$ cat src/verilog/hwm_params.svh
// Offsets, field positions, reset values and counts for the hardware-monitor limit block.
// Assumes byte-wide registers on an 8-bit register address.
`ifndef HWM_PARAMS_SVH
`define HWM_PARAMS_SVH

// Register offsets
`define HWM_OFF_VOLT_EVT_EN 8'h10
`define HWM_OFF_VOLT_CHG 8'h11
`define HWM_OFF_VOLT_LIVE 8'h12
`define HWM_OFF_VOLT_BUZ_EN 8'h13
`define HWM_OFF_MAIN_RD 8'h20
`define HWM_OFF_CORE_RD 8'h21
`define HWM_OFF_IN1_RD 8'h22
`define HWM_OFF_IN2_RD 8'h23
`define HWM_OFF_IN3_RD 8'h24
`define HWM_OFF_STBY_RD 8'h25
`define HWM_OFF_BATT_RD 8'h26
`define HWM_OFF_RSVD_FF_LO 8'h29
`define HWM_OFF_RSVD_FF_HI 8'h2F
`define HWM_OFF_VOLT_HIGH 8'h32
`define HWM_OFF_TH_EVT_EN 8'h60
`define HWM_OFF_TH_CHG 8'h61
`define HWM_OFF_TH_LIVE 8'h62
`define HWM_OFF_CH1_HYS 8'h6C
`define HWM_OFF_CH2_HYS 8'h6D
`define HWM_OFF_TH1_RD 8'h72
`define HWM_OFF_TH2_RD 8'h74
`define HWM_OFF_CH1_OVH_LIM 8'h82
`define HWM_OFF_CH1_HIGH_LIM 8'h83
`define HWM_OFF_CH2_OVH_LIM 8'h84
`define HWM_OFF_CH2_HIGH_LIM 8'h85
`define HWM_OFF_IRQ_STS 8'hF0
`define HWM_OFF_IRQ_MASK 8'hF1

// Field positions
`define HWM_BIT_CORE 1
`define HWM_BIT_CH2_OVH 6
`define HWM_BIT_CH1_OVH 5
`define HWM_BIT_CH2_HIGH 2
`define HWM_BIT_CH1_HIGH 1
`define HWM_CH1_HYS_LSB 4
`define HWM_CH2_HYS_LSB 0

// Event vector indices and width
`define HWM_EV_CORE 0
`define HWM_EV_CH1_HIGH 1
`define HWM_EV_CH2_HIGH 2
`define HWM_EV_CH1_OVH 3
`define HWM_EV_CH2_OVH 4
`define HWM_EV_W 5

// Reset values and the reserved-range read value
`define HWM_RST_VOLT_HIGH 8'hFF
`define HWM_RST_HYS 4'h4
`define HWM_RST_OVH_LIM 8'h64
`define HWM_RST_HIGH_LIM 8'h55
`define HWM_RSVD_FF 8'hFF

// Synchroniser depth for the sample toggle
`define HWM_SYNC_W 3

`endif

$ cat src/verilog/hwm_pkg.sv
// Types shared by the hardware-monitor limit block and its bench.
// Assumes the front end delivers 8-bit readings.
`default_nettype none
package hwm_pkg;

    // One full set of readings from the sensing front end
    typedef struct packed {
        logic [7:0] main_supply_rail;
        logic [7:0] core_voltage_input;
        logic [7:0] volt_in1;
        logic [7:0] volt_in2;
        logic [7:0] volt_in3;
        logic [7:0] standby_supply_rail;
        logic [7:0] battery;
        logic [7:0] thermal_channel_one;
        logic [7:0] thermal_channel_two;
    } hwm_reading_type;

    // Register port request
    typedef struct packed {
        logic [7:0] addr;
        logic [7:0] wdata;
        logic wr;
        logic rd;
    } hwm_reg_req_type;

endpackage : hwm_pkg
`default_nettype wire
$ cat src/verilog/hwm_limit_status.sv
// Hardware-monitor limit comparison, change flags, event and buzzer outputs, register file.
// Assumes the front end holds i_reading stable around each toggle of i_sample_toggle.
//
// The address-and-strobe port is this design's own decision.
`timescale 1ns/100ps
`default_nettype none
`include "hwm_params.svh"

module hwm_limit_status (
    // Clock and reset
    input wire logic i_clk,
    input wire logic i_rst,
    // Sensing front end
    input wire hwm_pkg::hwm_reading_type i_reading,
    input wire logic i_sample_toggle,
    // Register port
    input wire hwm_pkg::hwm_reg_req_type i_req,
    output logic [7:0] o_rdata,
    // Events
    output logic o_power_mgmt_event_out_n,
    output logic o_buzzer_out,
    output logic o_irq
);
    import hwm_pkg::*;

    ////////////////////////////////////////////////////////////////////////////
    // Sample strobe crossing

    logic [`HWM_SYNC_W-1:0] smp_sync_r;
    logic smp_stable_r;
    logic eval_r;
    hwm_reading_type rd_r;
    wire smp_agree = smp_sync_r[1] == smp_sync_r[2];
    wire new_sample = smp_agree && (smp_sync_r[2] != smp_stable_r);

    // Synchroniser runs through reset, so a high pin is never taken for a toggle
    always_ff @(posedge i_clk) begin
        smp_sync_r <= {smp_sync_r[`HWM_SYNC_W-2:0], i_sample_toggle};
        if (i_rst) begin
            // Needs three reset cycles after power-up to settle
            smp_stable_r <= smp_sync_r[1];
            eval_r <= 1'b0;
        end else begin
            if (smp_agree) begin
                smp_stable_r <= smp_sync_r[2];
            end
            eval_r <= new_sample;
        end
    end

    // Readings have no reset value; they are only read after a first sample
    always_ff @(posedge i_clk) begin
        if (new_sample) begin
            rd_r <= i_reading;
        end
    end

    ////////////////////////////////////////////////////////////////////////////
    // Register decode

    wire wr = i_req.wr;
    wire [7:0] wd = i_req.wdata;
    wire wr_volt_en = wr && (i_req.addr == `HWM_OFF_VOLT_EVT_EN);
    wire wr_volt_chg = wr && (i_req.addr == `HWM_OFF_VOLT_CHG);
    wire wr_volt_buz = wr && (i_req.addr == `HWM_OFF_VOLT_BUZ_EN);
    wire wr_volt_high = wr && (i_req.addr == `HWM_OFF_VOLT_HIGH);
    wire wr_th_en = wr && (i_req.addr == `HWM_OFF_TH_EVT_EN);
    wire wr_th_chg = wr && (i_req.addr == `HWM_OFF_TH_CHG);
    wire wr_hys1 = wr && (i_req.addr == `HWM_OFF_CH1_HYS);
    wire wr_hys2 = wr && (i_req.addr == `HWM_OFF_CH2_HYS);
    wire wr_ovh1 = wr && (i_req.addr == `HWM_OFF_CH1_OVH_LIM);
    wire wr_high1 = wr && (i_req.addr == `HWM_OFF_CH1_HIGH_LIM);
    wire wr_ovh2 = wr && (i_req.addr == `HWM_OFF_CH2_OVH_LIM);
    wire wr_high2 = wr && (i_req.addr == `HWM_OFF_CH2_HIGH_LIM);
    wire wr_irq_sts = wr && (i_req.addr == `HWM_OFF_IRQ_STS);
    wire wr_irq_mask = wr && (i_req.addr == `HWM_OFF_IRQ_MASK);

    ////////////////////////////////////////////////////////////////////////////
    // Control registers

    logic core_volt_event_enable_r;
    logic core_volt_buzzer_enable_r;
    logic [7:0] core_volt_upper_bound_r;
    logic [`HWM_EV_W-1:0] th_evt_en_r;
    logic [3:0] hys_r [2];
    logic [7:0] ovh_lim_r [2];
    logic [7:0] high_lim_r [2];
    logic [`HWM_EV_W-1:0] irq_mask_r;

    always_ff @(posedge i_clk) begin
        if (i_rst) begin
            core_volt_event_enable_r <= 1'b0;
            core_volt_buzzer_enable_r <= 1'b0;
            core_volt_upper_bound_r <= `HWM_RST_VOLT_HIGH;
            th_evt_en_r <= '0;
            hys_r[0] <= `HWM_RST_HYS;
            hys_r[1] <= `HWM_RST_HYS;
            ovh_lim_r[0] <= `HWM_RST_OVH_LIM;
            ovh_lim_r[1] <= `HWM_RST_OVH_LIM;
            high_lim_r[0] <= `HWM_RST_HIGH_LIM;
            high_lim_r[1] <= `HWM_RST_HIGH_LIM;
            irq_mask_r <= '0;
        end else begin
            if (wr_volt_en) begin
                core_volt_event_enable_r <= wd[`HWM_BIT_CORE];
            end
            if (wr_volt_buz) begin
                core_volt_buzzer_enable_r <= wd[`HWM_BIT_CORE];
            end
            if (wr_volt_high) begin
                core_volt_upper_bound_r <= wd;
            end
            if (wr_th_en) begin
                th_evt_en_r[`HWM_EV_CH1_HIGH] <= wd[`HWM_BIT_CH1_HIGH];
                th_evt_en_r[`HWM_EV_CH2_HIGH] <= wd[`HWM_BIT_CH2_HIGH];
                th_evt_en_r[`HWM_EV_CH1_OVH] <= wd[`HWM_BIT_CH1_OVH];
                th_evt_en_r[`HWM_EV_CH2_OVH] <= wd[`HWM_BIT_CH2_OVH];
            end
            if (wr_hys1) begin
                hys_r[0] <= wd[`HWM_CH1_HYS_LSB +: 4];
            end
            if (wr_hys2) begin
                hys_r[1] <= wd[`HWM_CH2_HYS_LSB +: 4];
            end
            if (wr_ovh1) begin
                ovh_lim_r[0] <= wd;
            end
            if (wr_high1) begin
                high_lim_r[0] <= wd;
            end
            if (wr_ovh2) begin
                ovh_lim_r[1] <= wd;
            end
            if (wr_high2) begin
                high_lim_r[1] <= wd;
            end
            if (wr_irq_mask) begin
                irq_mask_r <= wd[`HWM_EV_W-1:0];
            end
        end
    end

    ////////////////////////////////////////////////////////////////////////////
    // Live comparisons

    logic [`HWM_EV_W-1:0] live_r;
    logic [`HWM_EV_W-1:0] live_nxt;
    wire [7:0] temp_rd [2];
    assign temp_rd[0] = rd_r.thermal_channel_one;
    assign temp_rd[1] = rd_r.thermal_channel_two;

    // Core voltage has no hysteresis: strictly above sets, equal or below clears
    assign live_nxt[`HWM_EV_CORE] = eval_r ?
        (rd_r.core_voltage_input > core_volt_upper_bound_r) : live_r[`HWM_EV_CORE];

    // Signed release point so a limit below the hysteresis never wraps
    genvar ch;
    generate
        for (ch = 0; ch < 2; ch++) begin : g_th
            wire signed [9:0] t_s = {2'b00, temp_rd[ch]};
            wire signed [9:0] ovh_rel = {2'b00, ovh_lim_r[ch]} - {6'b000000, hys_r[ch]};
            wire signed [9:0] high_rel = {2'b00, high_lim_r[ch]} - {6'b000000, hys_r[ch]};
            wire ovh_old = live_r[`HWM_EV_CH1_OVH + ch];
            wire high_old = live_r[`HWM_EV_CH1_HIGH + ch];
            wire ovh_new = (temp_rd[ch] > ovh_lim_r[ch]) ? 1'b1 :
                           (t_s < ovh_rel) ? 1'b0 : ovh_old;
            wire high_new = (temp_rd[ch] > high_lim_r[ch]) ? 1'b1 :
                            (t_s < high_rel) ? 1'b0 : high_old;
            assign live_nxt[`HWM_EV_CH1_OVH + ch] = eval_r ? ovh_new : ovh_old;
            assign live_nxt[`HWM_EV_CH1_HIGH + ch] = eval_r ? high_new : high_old;
        end
    endgenerate

    ////////////////////////////////////////////////////////////////////////////
    // Change flags and events

    logic [`HWM_EV_W-1:0] chg_r;
    logic [`HWM_EV_W-1:0] irq_sts_r;
    wire [`HWM_EV_W-1:0] edge_ev = live_nxt ^ live_r;
    wire [`HWM_EV_W-1:0] chg_clr;
    assign chg_clr[`HWM_EV_CORE] = wr_volt_chg && wd[`HWM_BIT_CORE];
    assign chg_clr[`HWM_EV_CH1_HIGH] = wr_th_chg && wd[`HWM_BIT_CH1_HIGH];
    assign chg_clr[`HWM_EV_CH2_HIGH] = wr_th_chg && wd[`HWM_BIT_CH2_HIGH];
    assign chg_clr[`HWM_EV_CH1_OVH] = wr_th_chg && wd[`HWM_BIT_CH1_OVH];
    assign chg_clr[`HWM_EV_CH2_OVH] = wr_th_chg && wd[`HWM_BIT_CH2_OVH];
    wire [`HWM_EV_W-1:0] irq_clr = wr_irq_sts ? wd[`HWM_EV_W-1:0] : '0;
    wire [`HWM_EV_W-1:0] chg_nxt = (chg_r & ~chg_clr) | edge_ev;
    wire [`HWM_EV_W-1:0] ev_en = {th_evt_en_r[`HWM_EV_W-1:1], core_volt_event_enable_r};
    wire [`HWM_EV_W-1:0] irq_nxt = (irq_sts_r & ~irq_clr) | edge_ev;

    always_ff @(posedge i_clk) begin
        if (i_rst) begin
            live_r <= '0;
            chg_r <= '0;
            irq_sts_r <= '0;
            o_power_mgmt_event_out_n <= 1'b1;
            o_buzzer_out <= 1'b0;
            o_irq <= 1'b0;
        end else begin
            live_r <= live_nxt;
            chg_r <= chg_nxt;
            irq_sts_r <= irq_nxt;
            // Held low until the flag or its enable is cleared
            o_power_mgmt_event_out_n <= ~|(chg_nxt & ev_en);
            o_buzzer_out <= live_nxt[`HWM_EV_CORE] & core_volt_buzzer_enable_r;
            o_irq <= |(irq_nxt & irq_mask_r);
        end
    end

    ////////////////////////////////////////////////////////////////////////////
    // Read path

    wire [7:0] a = i_req.addr;
    wire [7:0] pos_core = 8'h01 << `HWM_BIT_CORE;
    wire [7:0] th_chg_b;
    wire [7:0] th_live_b;
    wire [7:0] th_en_b;
    assign th_chg_b = {1'b0, chg_r[`HWM_EV_CH2_OVH], chg_r[`HWM_EV_CH1_OVH], 2'b00,
                       chg_r[`HWM_EV_CH2_HIGH], chg_r[`HWM_EV_CH1_HIGH], 1'b0};
    assign th_live_b = {1'b0, live_r[`HWM_EV_CH2_OVH], live_r[`HWM_EV_CH1_OVH], 2'b00,
                        live_r[`HWM_EV_CH2_HIGH], live_r[`HWM_EV_CH1_HIGH], 1'b0};
    assign th_en_b = {1'b0, th_evt_en_r[`HWM_EV_CH2_OVH], th_evt_en_r[`HWM_EV_CH1_OVH], 2'b00,
                      th_evt_en_r[`HWM_EV_CH2_HIGH], th_evt_en_r[`HWM_EV_CH1_HIGH], 1'b0};
    wire in_ff = (a >= `HWM_OFF_RSVD_FF_LO) && (a <= `HWM_OFF_RSVD_FF_HI);
    wire [7:0] rd_mux =
        (a == `HWM_OFF_VOLT_EVT_EN) ? (core_volt_event_enable_r ? pos_core : 8'h00) :
        (a == `HWM_OFF_VOLT_CHG) ? (chg_r[`HWM_EV_CORE] ? pos_core : 8'h00) :
        (a == `HWM_OFF_VOLT_LIVE) ? (live_r[`HWM_EV_CORE] ? pos_core : 8'h00) :
        (a == `HWM_OFF_VOLT_BUZ_EN) ? (core_volt_buzzer_enable_r ? pos_core : 8'h00) :
        (a == `HWM_OFF_MAIN_RD) ? rd_r.main_supply_rail :
        (a == `HWM_OFF_CORE_RD) ? rd_r.core_voltage_input :
        (a == `HWM_OFF_IN1_RD) ? rd_r.volt_in1 :
        (a == `HWM_OFF_IN2_RD) ? rd_r.volt_in2 :
        (a == `HWM_OFF_IN3_RD) ? rd_r.volt_in3 :
        (a == `HWM_OFF_STBY_RD) ? rd_r.standby_supply_rail :
        (a == `HWM_OFF_BATT_RD) ? rd_r.battery :
        in_ff ? `HWM_RSVD_FF :
        (a == `HWM_OFF_VOLT_HIGH) ? core_volt_upper_bound_r :
        (a == `HWM_OFF_TH_EVT_EN) ? th_en_b :
        (a == `HWM_OFF_TH_CHG) ? th_chg_b :
        (a == `HWM_OFF_TH_LIVE) ? th_live_b :
        (a == `HWM_OFF_CH1_HYS) ? {hys_r[0], 4'h0} :
        (a == `HWM_OFF_CH2_HYS) ? {4'h0, hys_r[1]} :
        (a == `HWM_OFF_TH1_RD) ? rd_r.thermal_channel_one :
        (a == `HWM_OFF_TH2_RD) ? rd_r.thermal_channel_two :
        (a == `HWM_OFF_CH1_OVH_LIM) ? ovh_lim_r[0] :
        (a == `HWM_OFF_CH1_HIGH_LIM) ? high_lim_r[0] :
        (a == `HWM_OFF_CH2_OVH_LIM) ? ovh_lim_r[1] :
        (a == `HWM_OFF_CH2_HIGH_LIM) ? high_lim_r[1] :
        (a == `HWM_OFF_IRQ_STS) ? {3'b000, irq_sts_r} :
        (a == `HWM_OFF_IRQ_MASK) ? {3'b000, irq_mask_r} : 8'h00;

    // Data stand only in the cycle after the strobe, zero otherwise
    always_ff @(posedge i_clk) begin
        if (i_rst) begin
            o_rdata <= 8'h00;
        end else begin
            o_rdata <= i_req.rd ? rd_mux : 8'h00;
        end
    end

endmodule : hwm_limit_status
`default_nettype wire

$ cat config.mk
export PLATFORM = sky130hd
export DESIGN_NAME = hwm_limit_status
export DESIGN_NICKNAME = d
export VERILOG_FILES = /design/src/verilog/hwm_pkg.sv /design/src/verilog/hwm_limit_status.sv
export VERILOG_INCLUDE_DIRS = /design/src /design/src/verilog
export SDC_FILE = /design/constraint.sdc
export NUM_CORES = 1
export LEC_CHECK = 0
export ABC_AREA = 1
export BUFFER_PORTS_ARGS = -buffer_cell sky130_fd_sc_hd__clkbuf_2
export CORE_MARGIN = 8
export CORE_UTILIZATION = 30
export CTS_BUF_LIST = sky130_fd_sc_hd__clkbuf_8
export DETAILED_ROUTE_END_ITERATION = 10
export GPL_ROUTABILITY_DRIVEN = 1
export PLACE_DENSITY = 0.46
export SLEW_MARGIN = 20
export SYNTH_ARGS = -nofsm -noshare
export SYNTH_HDL_FRONTEND = slang
export SYNTH_SLANG_ARGS = --single-unit
$ cat constraint.sdc
create_clock -name i_clk -period 4.2 [get_ports i_clk]
set_clock_uncertainty 0.1 [all_clocks]
set_input_delay 0.21 -clock i_clk [delete_from_list [all_inputs] [get_ports i_clk]]
set_output_delay 0.21 -clock i_clk [all_outputs]
set_load 0.02 [all_outputs]
After elaboration in Yosys (flattened, before gate mapping)
Memory sizes are Yosys's and may differ from the RTL's.
Index checks and enable logic that the tools add are counted.
{"block": "totals", "mem_count": 3, "elab_cells": 184, "in_bits": 93, "mem_bits_rw": 40, "register_bits": 122, "rom_bits": 0, "latch_bits": 0, "out_inout_bits": 11}
{"memory": "high_lim_r", "words": 2, "word_bits": 8, "rd": 2, "rd_clocked_by_memory_dff": 0, "write_ports": 2, "line_no": "hwm_limit_status.sv:87", "text": "logic [7:0] high_lim_r [2];"}
{"memory": "ovh_lim_r", "words": 2, "word_bits": 8, "rd": 2, "rd_clocked_by_memory_dff": 0, "write_ports": 2, "line_no": "hwm_limit_status.sv:86", "text": "logic [7:0] ovh_lim_r [2];"}
{"memory": "hys_r", "words": 2, "word_bits": 4, "rd": 2, "rd_clocked_by_memory_dff": 0, "write_ports": 2, "line_no": "hwm_limit_status.sv:85", "text": "logic [3:0] hys_r [2];"}
{"block": "classes", "muxes": 72, "n_bitwise": 17, "n_lt_le_gt_ge": 11, "reduce_logical": 26, "mul": 0, "n_div": 0, "eq_ne": 27, "add_sub_neg": 4, "n_shift": 0}
{"op": "2-to-1 mux 8 bit", "count": 28}
{"op": "equality test 8 x 6 -> 1 bit, second input constant", "count": 8}
{"op": "equality test 8 x 7 -> 1 bit, second input constant", "count": 7}
{"op": "equality test 8 bit, second input constant", "count": 6}
{"op": "greater-than comparator 8 bit", "count": 5}
{"op": "< comparator 9 bit", "count": 4}
{"op": "subtractor 8 x 4 -> 9 bit", "count": 4}
{"op": "2-to-1 mux 1 bit", "count": 35}
{"op": "equality test 8 x 5 -> 1 bit, second input constant", "count": 4}
{"op": "logical AND 1 bit", "count": 21}
{"op": "AND 5 bit", "count": 4}
{"op": "2-to-1 mux 5 bit", "count": 3}
{"op": "NOT 5 bit", "count": 2}
{"op": "bitwise OR 5 bit", "count": 2}
{"op": "OR reduction 5 bit", "count": 2}
{"op": ">= comparator 8 x 6 -> 1 bit, second input constant", "count": 1}
{"op": "<= comparator 8 x 6 -> 1 bit, second input constant", "count": 1}
{"op": "2-to-1 mux 2 bit", "count": 4}
{"op": "2-to-1 mux 4 bit", "count": 2}
{"op": "bitwise OR 1 bit", "count": 6}
{"op": "XOR 5 bit", "count": 1}
{"op": "nonzero test 2 bit", "count": 1}
{"op": "OR reduction 2 bit", "count": 1}
{"op": "AND 1 bit", "count": 1}
{"op": "4 further kinds", "count": 4}

Depth between registers and ports, before layout
{"block": "logic_depth", "depth_word": 27, "mapped_depth": 26, "ltp_nobuf": 26}

Worst setup path after synthesis
OpenSTA, ideal clock, no wires.
{"block": "synth_timing", "kind": "reg2reg", "startpoint": "mem ovh_lim_r[1][0] (netlist: ovh_lim_r[0][8])", "endpoint": "reg o_irq", "synth_period_minus_slack_ps": 3113, "stages_incl_launch_ff": 24, "t_arrival_ps": 2885, "path_buffers": 0, "setup_time_ps": 128, "path_slack_ps": 1087, "cell_sequence": "edfxtp_1 > inv_1 > ha_1 > inv_1 > fa_1 > nand2_1 > nand2_1 > a21oi_2 > xor2_1 > ha_1 > nand2_1 > inv_1 > o21ai_0 > nand4_1 > nand2_1 > a21boi_0 > nor4_1 > o21ai_2 > xor2_1 > nand2_1 > nand2_1 > nand3_1 > nor2_1 > nor2_1"}
{"element": "start, declared", "line_no": "hwm_limit_status.sv:86"}
{"element": "end signal, assigned", "line_no": "hwm_limit_status.sv:206", "text": "o_irq <= |(irq_nxt & irq_mask_r);"}
{"element": "end, declared", "line_no": "hwm_limit_status.sv:22", "text": "output logic o_irq"}

==> impl_results.md <==
* Clock buffer count from CTS at 17
* Post-Route WL at 30000 µm
* CP endpoint kind: flip-flop
* Root buf cell: clkbuf_8
* Synth warnings at 0
* Die X at about 190 µm
* GRT overflow at 0
* Reg power frac at about half
* Clock Pin Slew Worst Setup and Hold Paths at roughly 0.090 ns
* 1st-pass router iterations at 5
* Overall Power at around 3.6 mW
* Final ANT Viol Nets at 0
* Reg-to-reg startpoint: ovh_lim_r[0][0]
* Io pins at between 100 and 150
* Simple-gate share of the synthesized area at around 20%
* Sw frac at between 20% and 30%
* Commonest cells post-synth: 221 x nand2_1, 153 x inv_1, 113 x edfxtp_1
* Rel. slew slack at between 30% and 40%
* Clk pwr share at approximately a third
* Combinational share of power at 15.5%
* DIE AREA at 0.0372 mm²
* Number of global-route vias before repair at 7970
* Netlist cell types at 47
* Core box area at 0.0307 mm²
* Drt first-iter violations at between 400 and 500
* WHS Endpoint: live_r[0]
* RSZ-0062 raised after global routing: false
* Initial antenna violation count at 0
* Die height at between 150 and 200 µm
* Area contributors post-synth: edfxtp_1 36%, ha_1 11%, dfxtp_1 10%, nand2_1 8.8%, inv_1 6.1%
* FF-to-FF setup slack at 0.63 ns
* Pint at 2.53 mW
* Worst EP arrival at 3.82 ns
* Layout cells sized above 1 at between 10% and 20%
* Seq cells post-synth at 162
* First-pass GRT wire length at roughly 46000 µm
* Tmin final at 3.57 ns
* Residual DRC at 0
* Initial core utilization at ~31%
* Tcrit/Tclk final at a little over four fifths
* CP required at 4.45 ns
* DR vias/cell at approximately 4.7
* Cell leakage power at between 5 and 6 nW
* GPL Wtd Cong at ~0.83
* Most common cell in the synthesized netlist: nand2_1
* Largest family of logic cells by synthesized area: simple AND/OR/NAND/NOR gates
* GRT Overall Usage at 16.6%
* Maximum VDD drop at around 0.23 mV
* Syn_area_per_cell at between 8 and 9 µm²
* Gate Count Post-Synth at 1073
* Post-CTS sizing at 0
* Max_cap viols at 0
* Mapped cell area at between 0.009 and 0.01 mm²
* Top cell type's share of synthesized area at a little over a third
* DP HPWL at between 20000 and 25000 µm
* Syn Nets at about 1300
* Setup Total Neg Slack at 0 ns
* Status: finished clean
* CTS max path bufs at 2
* I/O Buffers at between 100 and 150
* Crit Path Max Fanout at 4
* Post-Synth XOR/XNOR Area at roughly 2.1%
* Worst skew pair latency at approximately 0.48 ns
* Layout area overhead at 23.9%
* Largest net degree at the start of global routing at 63
* Startpoint types: flip-flop
* Vias at about 7900
* Post-Synth Adder-Cell Area at about 12%
* Fmax at 280 MHz
* Worst reg2reg path depth at 23
* PD cells at 310 mW/mm²
* Ys flop type: edfxtp_1
* Post-synthesis sequential area ratio at a little under half
* Final Hold Violating Endpoints at 0
* Hold Path Depth at 3
* Fin nets at ~1500
* Cell Rows at between 60 and 70
* Asr flop ratio synth at 0%
* Net Switching at around 1.1 mW
* Post-synthesis compound-gate area fraction at between 10% and 20%
* Hold Path Class: input port to flip-flop
* Post-synth top area cell: edfxtp_1
* Number of H-tree levels at 4
* Min-delay src: i_rst
* Number of synthesized flops with an enable pin at roughly 110
* Reg2reg end: o_power_mgmt_event_out_n
* Post-CTS Setup Repair Bufs at 0
* Diode count at 0
* Avg WL per Cell at roughly 18 µm
* Mux contribution to synthesized area at 0%
* CTS tree: yes
* Setup violators final at 0
* Clock Sinks at 162
* Crit Path Class: flip-flop to flip-flop
* Fillers at roughly 3200
* Final Max Slew Viols at 0
* Tightest Pin Transition at 0.931 ns
kinds of logic (layout without fill, tap and decap cells):
group           after synthesis  in the layout
compound gates              188            188
xor+xnor                     23             23
fa+ha+maj                    88             88
buf+inv                     183            396
flops                       162            162
simple gates                429            429
how the worst max path moves through the flow:
stage	from	end	slack, ns	cells past startpoint
after floorplan	ovh_lim_r[0][8]	o_irq	1.09	23
after global placement	ovh_lim_r[0][8]	o_irq	0.67	24
after detailed placement	high_lim_r[0][8]	o_power_mgmt_event_out_n	0.64	25
after CTS	ovh_lim_r[0][8]	o_irq	0.62	24
after global routing	ovh_lim_r[0][8]	o_irq	0.22	24
final	ovh_lim_r[0][0]	o_power_mgmt_event_out_n	0.63	23
power groups by stage:
stage | registers [mW] | clock network [mW] | logic (mW)
final | 1.86 | 1.18 | 0.556
after floorplan | 1.87 | 0 | 0.334
after global routing | 1.87 | 1.28 | 0.643
after global placement | 1.90 | 0 | 0.493
after detailed placement | 1.90 | 0 | 0.499
after CTS | 1.86 | 1.22 | 0.562
per-layer routing:
metal	up-vias	track usage [%]	share of wire (%)
met2	178	28.3	48
met1	3642	21.1	46
met3	35	3.25	3.9
li1	3996	-	-
met4	0	4.85	2.0
met5	-	0	0
registers in the layout, summed over array words and instances, names as in the netlist, 5 cells and up:
name                     cells
chg_r                        5
irq_mask_r                   5
irq_sts_r                    5
core_volt_upper_bound_r      8
o_rdata                      8
hys_r                        8
high_lim_r                  16
live_r                       5
ovh_lim_r                   16
rd_r                        56
g_th.t_s                    16
metrics by stage:
stage          utilization [%]  hold slack, ns  instance area [µm²]  instances  setup slack, ns
2_1_floorplan                -           0.138                 9390       1073             1.09
3_3_place_gp              33.8           0.217                10400       1567            0.673
3_5_place_dp              33.8           0.218                10400       1567            0.636
4_1_cts                   37.8          0.0878                11600       1682            0.621
5_1_grt                   37.8           0.123                11600       1682            0.219
6_report                  37.8           0.122                11600       1682            0.631
timing repair:
item	CTS	global route
endpoints found under the setup margin	0	0
hold buffers	83	0
hold endpoints to repair	87	0
worst max-delay path, cell delays in order, from the launching register on:
cell	delay, ns
edfxtp_1	0.43
inv_1	0.08
ha_1	0.13
inv_1	0.06
fa_1	0.39
nand2_1	0.08
nand2_1	0.05
a21oi_1	0.18
xor2_1	0.18
ha_1	0.27
a21oi_1	0.14
o221ai_1	0.12
nand2_1	0.07
inv_1	0.03
o21ai_0	0.14
nand2_1	0.07
nand2_1	0.06
nand3_1	0.07
o21ai_0	0.18
o21ai_0	0.28
nand2_1	0.14
nand2_1	0.06
nand4_1	0.08
nand2_1	0.05
cell type report:
class / count / area [µm²] / area share, %
clock inverter: 15 / 169 / 1.45
inverter: 173 / 649 / 5.58
sequential: 162 / 4370 / 37.6
clock buffer: 17 / 234 / 2.01
timing repair buffer: 191 / 1380 / 11.9
tap: 396 / 495 / 4.26
multi-input combinational: 728 / 4330 / 37.2
layout by cell type (no fill, tap or decap), types with 5 or more instances in the layout:
cell           synthesis  routed
o21ai_0               57      54
clkbuf_8               0      17
or2_2                 14      14
nor3_1                19      19
o21ai_1               12      15
edfxtp_1             113     113
nand2_1              221     220
nor2_2                 6       6
o211ai_1               6       6
nor2_1                80      80
inv_1                153     154
nand2_2                7       7
ha_1                  84      84
nand2_4                5       6
inv_2                 20      20
buf_4                  1       5
o221ai_1               5       5
dlygate4sd3_1          0      83
dfxtp_1               49      49
nand3_1               53      53
clkbuf_2               0     103
nand4_1               12      12
xor2_1                19      19
a21oi_1               89      89
(Power assumes the default switching activity.)
